**src/tcfoc_pkg.sv**
```systemverilog
// Constants for the output clock and frame pulse control block
package tcfoc_pkg;

	// ------------------------------------------------------------
	// Register byte offsets
	// ------------------------------------------------------------
	localparam logic [15:0] OFS_ENABLE = 16'h0000;
	localparam logic [15:0] OFS_SELECT = 16'h0004;
	localparam logic [15:0] OFS_SRESET = 16'h0008;

	// ------------------------------------------------------------
	// Field positions
	// ------------------------------------------------------------
	localparam int PAIR_COUNT    = 4;
	localparam int DELAY_COUNT   = 3;
	localparam int POS_PAIR_EN   = 0;   // Bits 3..0, one per pair
	localparam int POS_DELAY_EN  = 6;   // Bits 8..6, one per delayed pulse
	localparam int POS_SEL_POS   = 0;   // Bit 3*i: pulse position
	localparam int POS_SEL_PPOL  = 1;   // Bit 3*i+1: pulse polarity
	localparam int POS_SEL_CPOL  = 2;   // Bit 3*i+2: clock polarity
	localparam int POS_RATE_LO   = 12;  // Bits 13..12: pair 3 rate
	localparam int POS_SRESET    = 1;

	// ------------------------------------------------------------
	// Writable masks and reset values
	// ------------------------------------------------------------
	localparam logic [15:0] MASK_ENABLE  = 16'h01cf;
	localparam logic [15:0] MASK_SELECT  = 16'h3fff;
	localparam logic [15:0] MASK_SRESET  = 16'h0002;
	localparam logic [15:0] RESET_ENABLE = 16'h0000;
	localparam logic [15:0] RESET_SELECT = 16'h0000;
	localparam logic [15:0] RESET_SRESET = 16'h0000;

endpackage : tcfoc_pkg

```
**src/tcfoc_ctrl.sv**
```systemverilog
// APB register block steering output clocks, frame pulses and soft reset
`timescale 1ns/1ps

// Function
// The soft reset bit, while high, holds the switching blocks in reset.
// Software writes zero to reserved enable bits 15..9, 5 and 4.
// Enable bit 7 drives delayed frame pulse 1, else it floats.
// Enable bit 6 drives delayed frame pulse 0, else it floats.
// Enable bit 0 drives or floats clock and pulse pair 0.
// Enable bit 1 drives or floats clock and pulse pair 1.
// Enable bit 2 drives or floats clock and pulse pair 2.
// Enable bit 3 drives or floats clock and pulse pair 3.
// Select bits 13..12 pick the pair 3 clock rate and pulse width; the code uses them for the clock rate only.
// Per-pair select bits set clock polarity, pulse polarity and position.
module tcfoc_ctrl
	import tcfoc_pkg::*;
(
	// Clock and reset
	input  wire logic                   clock,
	input  wire logic                   arst_n,
	// APB slave
	input  wire logic                   psel,
	input  wire logic                   penable,
	input  wire logic                   pwrite,
	input  wire logic [15:0]            paddr,
	input  wire logic [31:0]            pwdata,
	output logic      [31:0]            prdata,
	output logic                        pready,
	output logic                        pslverr,
	// Timing sources from pins
	input  wire logic [PAIR_COUNT-1:0]  rateClock,
	input  wire logic                   refFrame,
	input  wire logic [DELAY_COUNT-1:0] delayedPulseIn,
	// Switching block reset
	output logic                        switchSoftReset,
	// Output clock and frame pulse pins
	output logic [PAIR_COUNT-1:0]       outClock,
	output logic [PAIR_COUNT-1:0]       outClockOe,
	output logic [PAIR_COUNT-1:0]       outFramePulse,
	output logic [PAIR_COUNT-1:0]       outFramePulseOe,
	output logic [DELAY_COUNT-1:0]      delayedFramePulse,
	output logic [DELAY_COUNT-1:0]      delayedFramePulseOe
);

	// ------------------------------------------------------------
	// Register file
	// ------------------------------------------------------------
	logic [15:0] outputEnable;
	logic [15:0] pulseSelect;
	logic [15:0] softReset;
	logic [15:0] next_outputEnable;
	logic [15:0] next_pulseSelect;
	logic [15:0] next_softReset;
	logic [31:0] next_prdata;
	logic        next_pslverr;
	logic        setupPhase;
	logic        writeAccess;

	function automatic logic isMapped(input logic [15:0] addr);
		isMapped = (addr == OFS_ENABLE) || (addr == OFS_SELECT) || (addr == OFS_SRESET);
	endfunction : isMapped

	// Zero wait states: reads are fetched in the setup cycle
	assign setupPhase  = psel && !penable;
	assign writeAccess = psel && penable && pwrite;
	assign pready      = 1'b1;

	// Next register values and read data
	always_comb
	begin
		next_outputEnable = outputEnable;
		next_pulseSelect  = pulseSelect;
		next_softReset    = softReset;
		next_prdata       = prdata;
		next_pslverr      = pslverr;
		if (setupPhase)
		begin
			next_pslverr = !isMapped(paddr);
			if (pwrite)
				next_prdata = 32'h0000_0000;
			else if (paddr == OFS_ENABLE)
				next_prdata = {16'h0000, outputEnable};
			else if (paddr == OFS_SELECT)
				next_prdata = {16'h0000, pulseSelect};
			else if (paddr == OFS_SRESET)
				next_prdata = {16'h0000, softReset};
			else
				next_prdata = 32'h0000_0000;
		end
		// Reserved bits are not stored, so they read back zero
		if (writeAccess)
		begin
			if (paddr == OFS_ENABLE)
				next_outputEnable = pwdata[15:0] & MASK_ENABLE;
			else if (paddr == OFS_SELECT)
				next_pulseSelect = pwdata[15:0] & MASK_SELECT;
			else if (paddr == OFS_SRESET)
				next_softReset = pwdata[15:0] & MASK_SRESET;
		end
	end

	// Register state
	always_ff @(posedge clock or negedge arst_n)
	begin
		if (!arst_n)
		begin
			outputEnable <= RESET_ENABLE;
			pulseSelect  <= RESET_SELECT;
			softReset    <= RESET_SRESET;
			prdata       <= 32'h0000_0000;
			pslverr      <= 1'b0;
		end
		else
		begin
			outputEnable <= next_outputEnable;
			pulseSelect  <= next_pulseSelect;
			softReset    <= next_softReset;
			prdata       <= next_prdata;
			pslverr      <= next_pslverr;
		end
	end

	// soft reset level
	assign switchSoftReset = softReset[POS_SRESET];

	// ------------------------------------------------------------
	// Pin synchronisers
	// ------------------------------------------------------------
	logic [PAIR_COUNT:0] syncMeta;
	logic [PAIR_COUNT:0] syncOut;
	logic [PAIR_COUNT:0] rawPins;

	assign rawPins = {refFrame, rateClock};

	// Two flops on every asynchronous timing input
	always_ff @(posedge clock or negedge arst_n)
	begin
		if (!arst_n)
		begin
			syncMeta <= '0;
			syncOut  <= '0;
		end
		else
		begin
			syncMeta <= rawPins;
			syncOut  <= syncMeta;
		end
	end

	// ------------------------------------------------------------
	// Output pairs
	// ------------------------------------------------------------
	logic [1:0]            rateSelect;
	logic [PAIR_COUNT-1:0] pairSource;

	assign rateSelect = pulseSelect[POS_RATE_LO+1:POS_RATE_LO];

	// pair 3 takes the rate clock picked by the select field
	always_comb
	begin
		pairSource    = syncOut[PAIR_COUNT-1:0];
		pairSource[3] = syncOut[rateSelect];
	end

	genvar gi;
	generate
		for (gi = 0; gi < PAIR_COUNT; gi++)
		begin : g_pair
			// each pair gated by its enable bit (R6, R7, R8 likewise)
			// polarity and position bits per pair
			tcfoc_pair u_pair (
				.clock         (clock),
				.arst_n        (arst_n),
				.srcClock      (pairSource[gi]),
				.srcFrame      (syncOut[PAIR_COUNT]),
				.enable        (outputEnable[POS_PAIR_EN+gi]),
				.clockPolarity (pulseSelect[3*gi+POS_SEL_CPOL]),
				.pulsePolarity (pulseSelect[3*gi+POS_SEL_PPOL]),
				.pulsePosition (pulseSelect[3*gi+POS_SEL_POS]),
				.holdReset     (switchSoftReset),
				.pinClock      (outClock[gi]),
				.pinClockOe    (outClockOe[gi]),
				.pinPulse      (outFramePulse[gi]),
				.pinPulseOe    (outFramePulseOe[gi])
			);
		end
	endgenerate

	// ------------------------------------------------------------
	// Delayed frame pulses
	// ------------------------------------------------------------
	logic [DELAY_COUNT-1:0] next_delayedFramePulse;

	// Core pulses share this clock, so no synchroniser is needed
	always_comb
	begin
		next_delayedFramePulse = switchSoftReset ? '0 : delayedPulseIn;
	end

	always_ff @(posedge clock or negedge arst_n)
	begin
		if (!arst_n)
			delayedFramePulse <= '0;
		else
			delayedFramePulse <= next_delayedFramePulse;
	end

	// bit 7 enables pulse 1; R4: bit 6 enables pulse 0
	assign delayedFramePulseOe = outputEnable[POS_DELAY_EN+DELAY_COUNT-1:POS_DELAY_EN];
endmodule : tcfoc_ctrl

```
**src/tcfoc_pair.sv**
```systemverilog
// One output clock and frame pulse pair with polarity and position shaping
`timescale 1ns/1ps
module tcfoc_pair
	import tcfoc_pkg::*;
(
	// Clock and reset
	input  wire logic clock,
	input  wire logic arst_n,
	// Timing sources, already synchronised
	input  wire logic srcClock,
	input  wire logic srcFrame,
	// Controls
	input  wire logic enable,
	input  wire logic clockPolarity,
	input  wire logic pulsePolarity,
	input  wire logic pulsePosition,
	input  wire logic holdReset,
	// Pins
	output logic      pinClock,
	output logic      pinClockOe,
	output logic      pinPulse,
	output logic      pinPulseOe
);

	logic prevFrame;
	logic next_pinClock;
	logic next_pinPulse;
	logic next_prevFrame;
	logic shaped;

	// Next values; straddling stretches the pulse over the boundary
	always_comb
	begin
		next_prevFrame = srcFrame;
		shaped         = pulsePosition ? srcFrame : (srcFrame | prevFrame);
		next_pinClock  = srcClock ^ clockPolarity;
		next_pinPulse  = shaped ^ pulsePolarity;
		if (holdReset)
		begin
			next_pinClock = 1'b0;  // Quiet pins while the switch is held
			next_pinPulse = 1'b0;
		end
	end

	// Registered pin data
	always_ff @(posedge clock or negedge arst_n)
	begin
		if (!arst_n)
		begin
			pinClock  <= 1'b0;
			pinPulse  <= 1'b0;
			prevFrame <= 1'b0;
		end
		else
		begin
			pinClock  <= next_pinClock;
			pinPulse  <= next_pinPulse;
			prevFrame <= next_prevFrame;
		end
	end

	// Both pins of a pair share one enable
	assign pinClockOe = enable;
	assign pinPulseOe = enable;

endmodule : tcfoc_pair

```
**config.mk**
```make
export PLATFORM = sky130hd
export DESIGN_NAME = tcfoc_ctrl
export DESIGN_NICKNAME = d
export VERILOG_FILES = /design/src/tcfoc_pkg.sv /design/src/tcfoc_ctrl.sv /design/src/tcfoc_pair.sv
export SDC_FILE = /design/constraint.sdc
export NUM_CORES = 1
export LEC_CHECK = 0
export BUFFER_PORTS_ARGS = -buffer_cell sky130_fd_sc_hd__buf_2
export CAP_MARGIN = 20
export CORE_UTILIZATION = 46
export DETAILED_ROUTE_END_ITERATION = 16
export PLACE_DENSITY_LB_ADDON = 0.1
export SLEW_MARGIN = 30
export SYNTH_ARGS = -nofsm -noshare
export SYNTH_HDL_FRONTEND = slang
export SYNTH_SLANG_ARGS = --single-unit
```
**constraint.sdc**
```tcl
create_clock -name clock -period 1.5 [get_ports clock]
set_input_delay 0.3 -clock clock [delete_from_list [all_inputs] [get_ports clock]]
set_output_delay 0.3 -clock clock [all_outputs]
set_load 0.02 [all_outputs]
```
* Yosys cells after proc, flatten, opt, wreduce, memory -nomap -nowiden
Index checks and enable logic that the tools add are counted.
Storage, ports and cells: flip-flop bits (word level) 77, latch bits 0, bits in writable memories 0, memory bits (read-only) 0, bits of input ports 61, memories kept 0
Cells by class: add/sub/neg operators 0, multiply operators 0, divide/modulo/power cells 0, $lt $le $gt $ge 1, equal/unequal tests 2, shifts and indexed selects 0, muxes and demuxes 19, bitwise logic cells 11, reduce and logical (&&, ||, !) cells 11
Operator list (number):
- two-way mux 32 bit | 1
- two-way mux 14 bit | 2
- equality test 16 x 3 -> 1 bit, second input constant | 1
- equality test 16 x 4 -> 1 bit, second input constant | 1
- logical NOT 16 bit | 1
- two-way mux 1 bit | 13
- XOR 1 bit | 8
- < comparator 2 x 4 -> 1 bit, second input constant | 1
- AND reduction 4 bit | 1
- logical AND 1 bit | 3
- two-way mux 3 bit | 1
- AND reduction 3 bit | 1
- binary-select mux 1 bit (select 2 bit) | 1
- logical NOT 1 bit | 2
- logical OR 1 bit | 2
- two-way mux 2 bit | 1
- NOT 1 bit | 2
- AND reduction 2 bit | 1
- bitwise OR 1 bit | 1

* Longest topological paths before layout
Gate-level depths: netlist (run 1).
depth in word-level cells 5, depth in mapped cells 5

* Cells and area by module
Synthesis (run 1) repeated with hierarchy kept, for this count alone.
Unflattened totals: cells, all modules 217, area total of the unflattened synthesis 2737.6 µm²
By module, submodules not included:
- tcfoc_ctrl | times used 1, cells an instance 169, area an instance 2182.1 µm², sequential area each 1251.2 µm²
- tcfoc_pair | times used 4, cells an instance 12, area an instance 138.9 µm², sequential area each 75.1 µm²

* Worst setup path before layout (run 1)
No wires, ideal clock.
kind in2reg, from in paddr[5], to reg pulseSelect[10], arrival 1653 ps, required time 1375 ps, slack -278 ps, stages on the path 5, buffers on the path 1, path through nor4_2 -> nand3_1 -> nor3_4 -> buf_4 -> mux2_2
On the way: longest elaborated chain between the ends 3, elaborated cells on any way between the ends 4
RTL lines:
- from (decl) | RTL line tcfoc_ctrl.sv:25 | input wire logic [15:0] paddr,
- logical NOT 16 bit | RTL line tcfoc_ctrl.sv:93 | if (paddr == OFS_ENABLE)
- NOT 1 bit (no source line)
- AND reduction 3 bit (no source line) (*)
- to (signal assigned) | RTL line tcfoc_ctrl.sv:116 | pulseSelect <= next_pulseSelect;
- to (decl) | RTL line tcfoc_ctrl.sv:49 | logic [15:0] pulseSelect;
Every way passes the cells marked *; elsewhere a longest branch is shown, timed or not. A chain may end at the register's enable or synchronous reset.

* Worst setup path after layout (run 1)
from in paddr[9], to reg outputEnable[7]
On the way: longest elaborated chain between the ends 2
RTL lines:
- logical NOT 16 bit | RTL line tcfoc_ctrl.sv:93
- AND reduction 2 bit (no source line)
- to (signal assigned) | RTL line tcfoc_ctrl.sv:115 | outputEnable <= next_outputEnable;
- to (decl) | RTL line tcfoc_ctrl.sv:48 | logic [15:0] outputEnable;
Every way passes these cells.

==> impl_metrics.env, run 1 <==
export IMPL_cts_buffer_depth=2
export IMPL_endpoint_kind="flip-flop"
export IMPL_whs_endpoint="syncMeta[3]"
export IMPL_finalSetupViolCount=0
export IMPL_startpoint_type="primary input"
export IMPL_crit_arrival_ns=1.71
export IMPL_ant_nets=0
export IMPL_maxCapViolCount=0
export IMPL_critPathSlowestCell="nor3_1"
export IMPL_status="finished clean"
export IMPL_drc=0
export IMPL_path_cells="buf_2 > nor3_1 > nand2_1 > nor4_4 > buf_4 > mux2_4"
export IMPL_ys_seq_area_frac=0.572
export IMPL_dr_pass1_iters=4
export IMPL_ys_types=29
export IMPL_cts_tree="yes"
export IMPL_finClkSkew_ns=0.00771
export IMPL_fin_ws_ns=0.00335
export IMPL_routabilityCongestion=0.849
export IMPL_crit_family="simple AND/OR/NAND/NOR gates"
export IMPL_die_x_um=76.9
export IMPL_synth_edf_count=0
export IMPL_grt_total_usage=0.183
export IMPL_reg2reg_slack_ns=0.27
export IMPL_max_freq_ghz=0.668
export IMPL_rows=26
export IMPL_grt_pass1_vias=1675
export IMPL_path_buf_inv=2
export IMPL_die_y_um=76.9
export IMPL_clk_latency_ns=0.32
export IMPL_hold_path_depth=1
export IMPL_ys_seq_elements=59
export IMPL_ys_flop_type="dfrtp_1"
export IMPL_crit_type="primary input to flip-flop"
export IMPL_tns_ns=0
export IMPL_drv_slew=0
export IMPL_clock_sinks=59
export IMPL_via_count=1725
export IMPL_cpPeakStageDelay_ns=0.33
export IMPL_routedWlPerCell_um=13.9
export IMPL_dr_first_iter_drc_count=53
export IMPL_detailed_place_hpwl_mm=3.59
export IMPL_path_clk_slew_ns=0.07
export IMPL_cts_buffers_inserted=9
export IMPL_power_mw=3.19
export IMPL_core_area_um2=5240
export IMPL_grt_max_degree=60
export IMPL_critPathMaxFanout=3
export IMPL_ys_warn_count=0
export IMPL_drive_gt1_frac=0.493
export IMPL_finalCritPeriodShare=0.998
export IMPL_ctsHtreeMaxLevel=3
export IMPL_final_util=0.635
export IMPL_worst_r2r_cell_count=3
export IMPL_antenna_found_initial=0
export IMPL_viasPerCell=4.71
export IMPL_netlist_area_um2=2580
export IMPL_final_cell_area_um2=3330
export IMPL_async_reset_ff_frac=1.00
export IMPL_r2r_start="pulseSelect[12]"
export IMPL_layout_nets=352
export IMPL_fin_cells=366
export IMPL_worstHoldPathType="primary input to flip-flop"
export IMPL_diodes=0
export IMPL_rsz0062_at_grt="yes"
export IMPL_fillers=440
export IMPL_cp_data_required_time_ns=1.71
export IMPL_crit_reg2reg_capture="g_pair[3].u_pair.pinClock"
export IMPL_grt_pass1_wl_mm=8.09
export IMPL_routed_wl_mm=5.07
export IMPL_floorplan_initialDensity=0.493
export IMPL_hold_violations=0
export IMPL_dp_cells=349
export IMPL_p_leak_nw=1.72
export IMPL_power_density_nw_per_um2=959
export IMPL_ioPinCount=118
export IMPL_synthToLayoutAreaGrowth_pct=29.0
export IMPL_grt_overflow_total=0
export IMPL_hold_slack_ns=0.0762
export IMPL_synth_cells=203
export IMPL_hp_start="rateClock[3]"
export IMPL_place_area_um2=3080
export IMPL_ir_drop_mv=0.626
export IMPL_clockRootBuffer="clkbuf_8"
export IMPL_synth_area_per_cell_um2=12.7
export IMPL_period_minus_slack_ns=1.50
export IMPL_post_place_ws_ns=-0.339
export IMPL_portBuffers=80
export IMPL_die_area_um2=5910
[power breakdown]
part           switching (mW)  total, mW  internal [mW]
Sequential             0.0129       1.64           1.62
Combinational           0.170      0.275          0.105
Clock                   0.597       1.28          0.684
[layer usage]
| layer | track usage | up-vias | routed length (um) |
|---|---|---|---|
| met2 | 0.282 | 74 | 2450 |
| li1 | - | 817 | - |
| met3 | 0.0405 | 9 | 256 |
| met5 | 0 | - | 0 |
| met4 | 0.112 | 0 | 95 |
| met1 | 0.234 | 825 | 2270 |
[flip-flops by register name, summed over array words and instances (netlist names)]
register,count
prdata,14
pulseSelect,14
outputEnable,7
syncMeta,5
syncOut,5
g_pair.u_pair.pinClock,4
g_pair.u_pair.pinPulse,4
delayedFramePulse,3
g_pair.u_pair.prevFrame,1
pslverr,1
softReset,1
[logic make-up (layout without fill, tap and decap cells)]
family          after synthesis  after routing  share of synthesized area
mux                          30             30                      0.132
xor+xnor                      8              8                     0.0272
flops                        59             59                      0.572
other cells                   2             19                    0.00291
simple gates                 39             39                     0.0955
buf+inv                      44            120                      0.117
compound gates               21             21                     0.0533
[final cells by class]
type | instances | area [um2] | share of cell area
Sequential cell | 59 | 1480 | 0.444
Multi-Input combinational cell | 117 | 956 | 0.287
Timing Repair Buffer | 100 | 613 | 0.184
Clock buffer | 12 | 155 | 0.0466
Tap cell | 70 | 87.6 | 0.0263
Clock inverter | 4 | 25.0 | 0.00752
Inverter | 4 | 15.0 | 0.00451
[Yosys cell counts, types with 2 or more instances]
cell type   n  area, um2
nor2b_1     4       25.0
nand2_1     8       30.0
nor4_2      4       50.1
inv_1       4       15.0
mux2i_1     7       70.1
mux2_2     22        248
buf_4      36        270
xor2_1      4       35.0
o21ai_0     7       35.0
a22o_1      8       70.1
nor2_1     11       41.3
a21oi_1     5       25.0
nand3_1     2       10.0
conb_1      2       7.51
clkbuf_1    3       11.3
dfrtp_1    59       1480
xnor2_1     4       35.0
nand4_1     2       12.5
[cells in the final DEF (no fill, tap or decap), types with 4 or more instances in the layout]
cell,Yosys,layout
dfrtp_1,59,59
o21ai_0,7,7
nand2_1,8,8
buf_4,36,16
a22o_1,8,8
mux2_4,0,14
a21oi_1,5,5
mux2i_1,7,7
conb_1,2,19
buf_6,0,6
inv_1,4,4
xnor2_1,4,4
nor4_4,1,4
buf_2,1,75
nor2_1,11,11
nor2b_1,4,4
clkbuf_8,0,11
xor2_1,4,4
mux2_2,22,8
[how the worst max path moves through the flow]
stage / depth (start not counted) / from / end / slack [ns]
floorplan: 4 / paddr[15] / outputEnable[0] / -0.20
global placement: 6 / paddr[15] / outputEnable[1] / -0.36
detailed placement: 6 / paddr[8] / outputEnable[1] / -0.34
CTS: 6 / paddr[8] / outputEnable[1] / -0.002
global route: 6 / paddr[5] / outputEnable[8] / -0.07
finish: 6 / paddr[9] / outputEnable[7] / 0.003
[what timing repair did]
item                       CTS  global route
hold buffers                 1             0
gates resized for setup      0            14
setup endpoints to repair    1            15
hold endpoints to repair    59             0
buffers inserted             0             0
pin swaps                    1             4
Note: power is estimated with default switching activity, not from simulation.
==> inputs of run 2 (changes only) <==
--- a/config.mk
+++ b/config.mk
@@ -9,7 +9,7 @@
 export CAP_MARGIN = 20
 export CORE_UTILIZATION = 46
 export DETAILED_ROUTE_END_ITERATION = 16
-export PLACE_DENSITY_LB_ADDON = 0.1
+export PLACE_DENSITY_LB_ADDON = 0.25
 export SLEW_MARGIN = 30
 export SYNTH_ARGS = -nofsm -noshare
 export SYNTH_HDL_FRONTEND = slang
==> run 2 against run 1 <==
  * Die area stayed put
  * Core utilization down 0.60 points
  * Non-clock buffer count shrank 1
  * Count of clock-buffer cells in the layout is 1 lower
  * Setup slack improved by 0.012 ns
  * Via count down 0.99%
  * Sequential share of layout area up 0.42 points
  * Register-to-register slack lost 0.02 ns
  * Flip-flop and latch count stayed put
  * Hold slack got worse by 0.0091 ns
  * Combinational power is essentially flat
  * Largest power group unchanged
==> impl_metrics.env, run 2 (same netlist as run 1, synthesis figures left out) <==
export IMPL_status="finished clean"
export IMPL_place_area_um2=3070
export IMPL_dp_cells=347
export IMPL_routabilityCongestion=0.819
export IMPL_drc=0
export IMPL_rsz0062_at_grt="yes"
export IMPL_met1_usage=0.246
export IMPL_finClkSkew_ns=0.00443
export IMPL_rows=26
export IMPL_startpoint_type="primary input"
export IMPL_critPathMaxFanout=7
export IMPL_ant_nets=0
export IMPL_met2_usage=0.295
export IMPL_finalCritPeriodShare=0.989
export IMPL_ctsHtreeMaxLevel=3
export IMPL_die_x_um=76.9
export IMPL_endpoint_kind="flip-flop"
export IMPL_path_buf_inv=2
export IMPL_regArea_um2=1480
export IMPL_max_freq_ghz=0.674
export IMPL_finalSetupViolCount=0
export IMPL_layout_nets=351
export IMPL_drive_gt1_frac=0.498
export IMPL_path_cells="buf_2 > nor4_4 > nand2_2 > nor4_4 > buf_6 > mux2_2"
export IMPL_top_regs="prdata: 14 flops, pulseSelect: 14 flops, outputEnable: 7 flops"
export IMPL_viasPerCell=4.68
export IMPL_final_util=0.629
export IMPL_grt_busiest_layer="met2"
export IMPL_cts_buffer_depth=2
export IMPL_final_common_cell="buf_2"
export IMPL_grt_total_usage=0.189
export IMPL_dr_pass1_iters=3
export IMPL_dr_first_iter_drc_count=88
export IMPL_ir_drop_mv=0.699
export IMPL_die_area_um2=5910
export IMPL_power_density_nw_per_um2=1010
export IMPL_cpPeakStageDelay_ns=0.35
export IMPL_via_count=1708
export IMPL_worstHoldPathType="primary input to flip-flop"
export IMPL_period_minus_slack_ns=1.48
export IMPL_crit_path_frequent_cell="nor4_4"
export IMPL_drv_slew=0
export IMPL_ioPinCount=118
export IMPL_multiInputGateArea_um2=937
export IMPL_grt_pass1_wl_mm=8.29
export IMPL_die_y_um=76.9
export IMPL_hold_violations=0
export IMPL_layout_cells_most_common_list="buf_2, dfrtp_1, conb_1"
export IMPL_cp_data_required_time_ns=1.72
export IMPL_synthToLayoutAreaGrowth_pct=27.8
export IMPL_diodes=0
export IMPL_clk_latency_ns=0.34
export IMPL_crit_type="primary input to flip-flop"
export IMPL_path_clk_slew_ns=0.06
export IMPL_fillers=455
export IMPL_routed_wl_mm=5.00
export IMPL_clock_sinks=59
export IMPL_core_area_um2=5240
export IMPL_portBuffers=80
export IMPL_antenna_found_initial=0
export IMPL_routedWlPerCell_um=13.7
export IMPL_clockRootBuffer="clkbuf_8"
export IMPL_grt_util_met3=0.0405
export IMPL_floorplan_initialDensity=0.493
export IMPL_final_cell_area_um2=3300
export IMPL_detailed_place_hpwl_mm=3.69
export IMPL_cts_tree="yes"
export IMPL_grt_max_degree=24
export IMPL_maxCapViolCount=0
export IMPL_grt_overflow_total=0
export IMPL_cts_buffers_inserted=9
export IMPL_grt_pass1_vias=1681
export IMPL_p_leak_nw=1.71
export IMPL_fin_cells=365
export IMPL_critPathSlowestCell="nor4_4"
export IMPL_crit_arrival_ns=1.70
export IMPL_crit_family="simple AND/OR/NAND/NOR gates"
export IMPL_tns_ns=0
-- run 2: area by class of cell --
type,instances,area share
clock inverter,5,0.0159
multi-input combinational,117,0.284
timing repair buffer,99,0.178
inverter,4,0.00455
tap,70,0.0266
clock buffer,11,0.0429
sequential,59,0.448
-- run 2: where the power goes --
part           total, mW  switching (mW)  internal (mW)
sequential          1.64          0.0121           1.62
clock               1.42           0.615          0.803
combinational      0.273           0.173         0.0999
total               3.33           0.801           2.53
-- run 2: stage by stage --
| stage | power [mW] | hold slack, ns | setup WS, ns |
|---|---|---|---|
| 4_1_cts | 3.35 | 0.0543 | 0.00142 |
| 3_5_place_dp | 1.94 | 0.268 | -0.351 |
| 6_report | 3.33 | 0.0670 | 0.0158 |
| 5_1_grt | 3.44 | 0.0556 | -0.0228 |
| 3_3_place_gp | 1.94 | 0.268 | -0.329 |
| 2_1_floorplan | 1.84 | 0.00441 | -0.203 |
-- run 2: worst paths after layout --
path	cells after the start	slack, ns	endpoint	startpoint
min in group asynchronous	2	0.44	pulseSelect[2]	arst_n
min	1	0.07	syncMeta[0]	rateClock[0]
max	6	0.02	outputEnable[6]	paddr[5]
min reg2reg	0	0.34	syncOut[1]	syncMeta[1]
max in group asynchronous	3	0.58	prdata[1]	arst_n
max reg2reg	3	0.25	g_pair[3].u_pair.pinClock	pulseSelect[12]
-- run 2: what timing repair did --
action	in CTS	in global routing
buffers inserted	0	1
setup endpoints to repair	0	7
hold endpoints to repair	14	0
hold buffers	1	0
gates resized for setup	0	3
-- run 2: metal layers --
metal  part of all wire  routed length, um
met5                  0                  0
met1               0.46               2280
met4              0.020                 99
met2               0.48               2390
met3              0.047                234
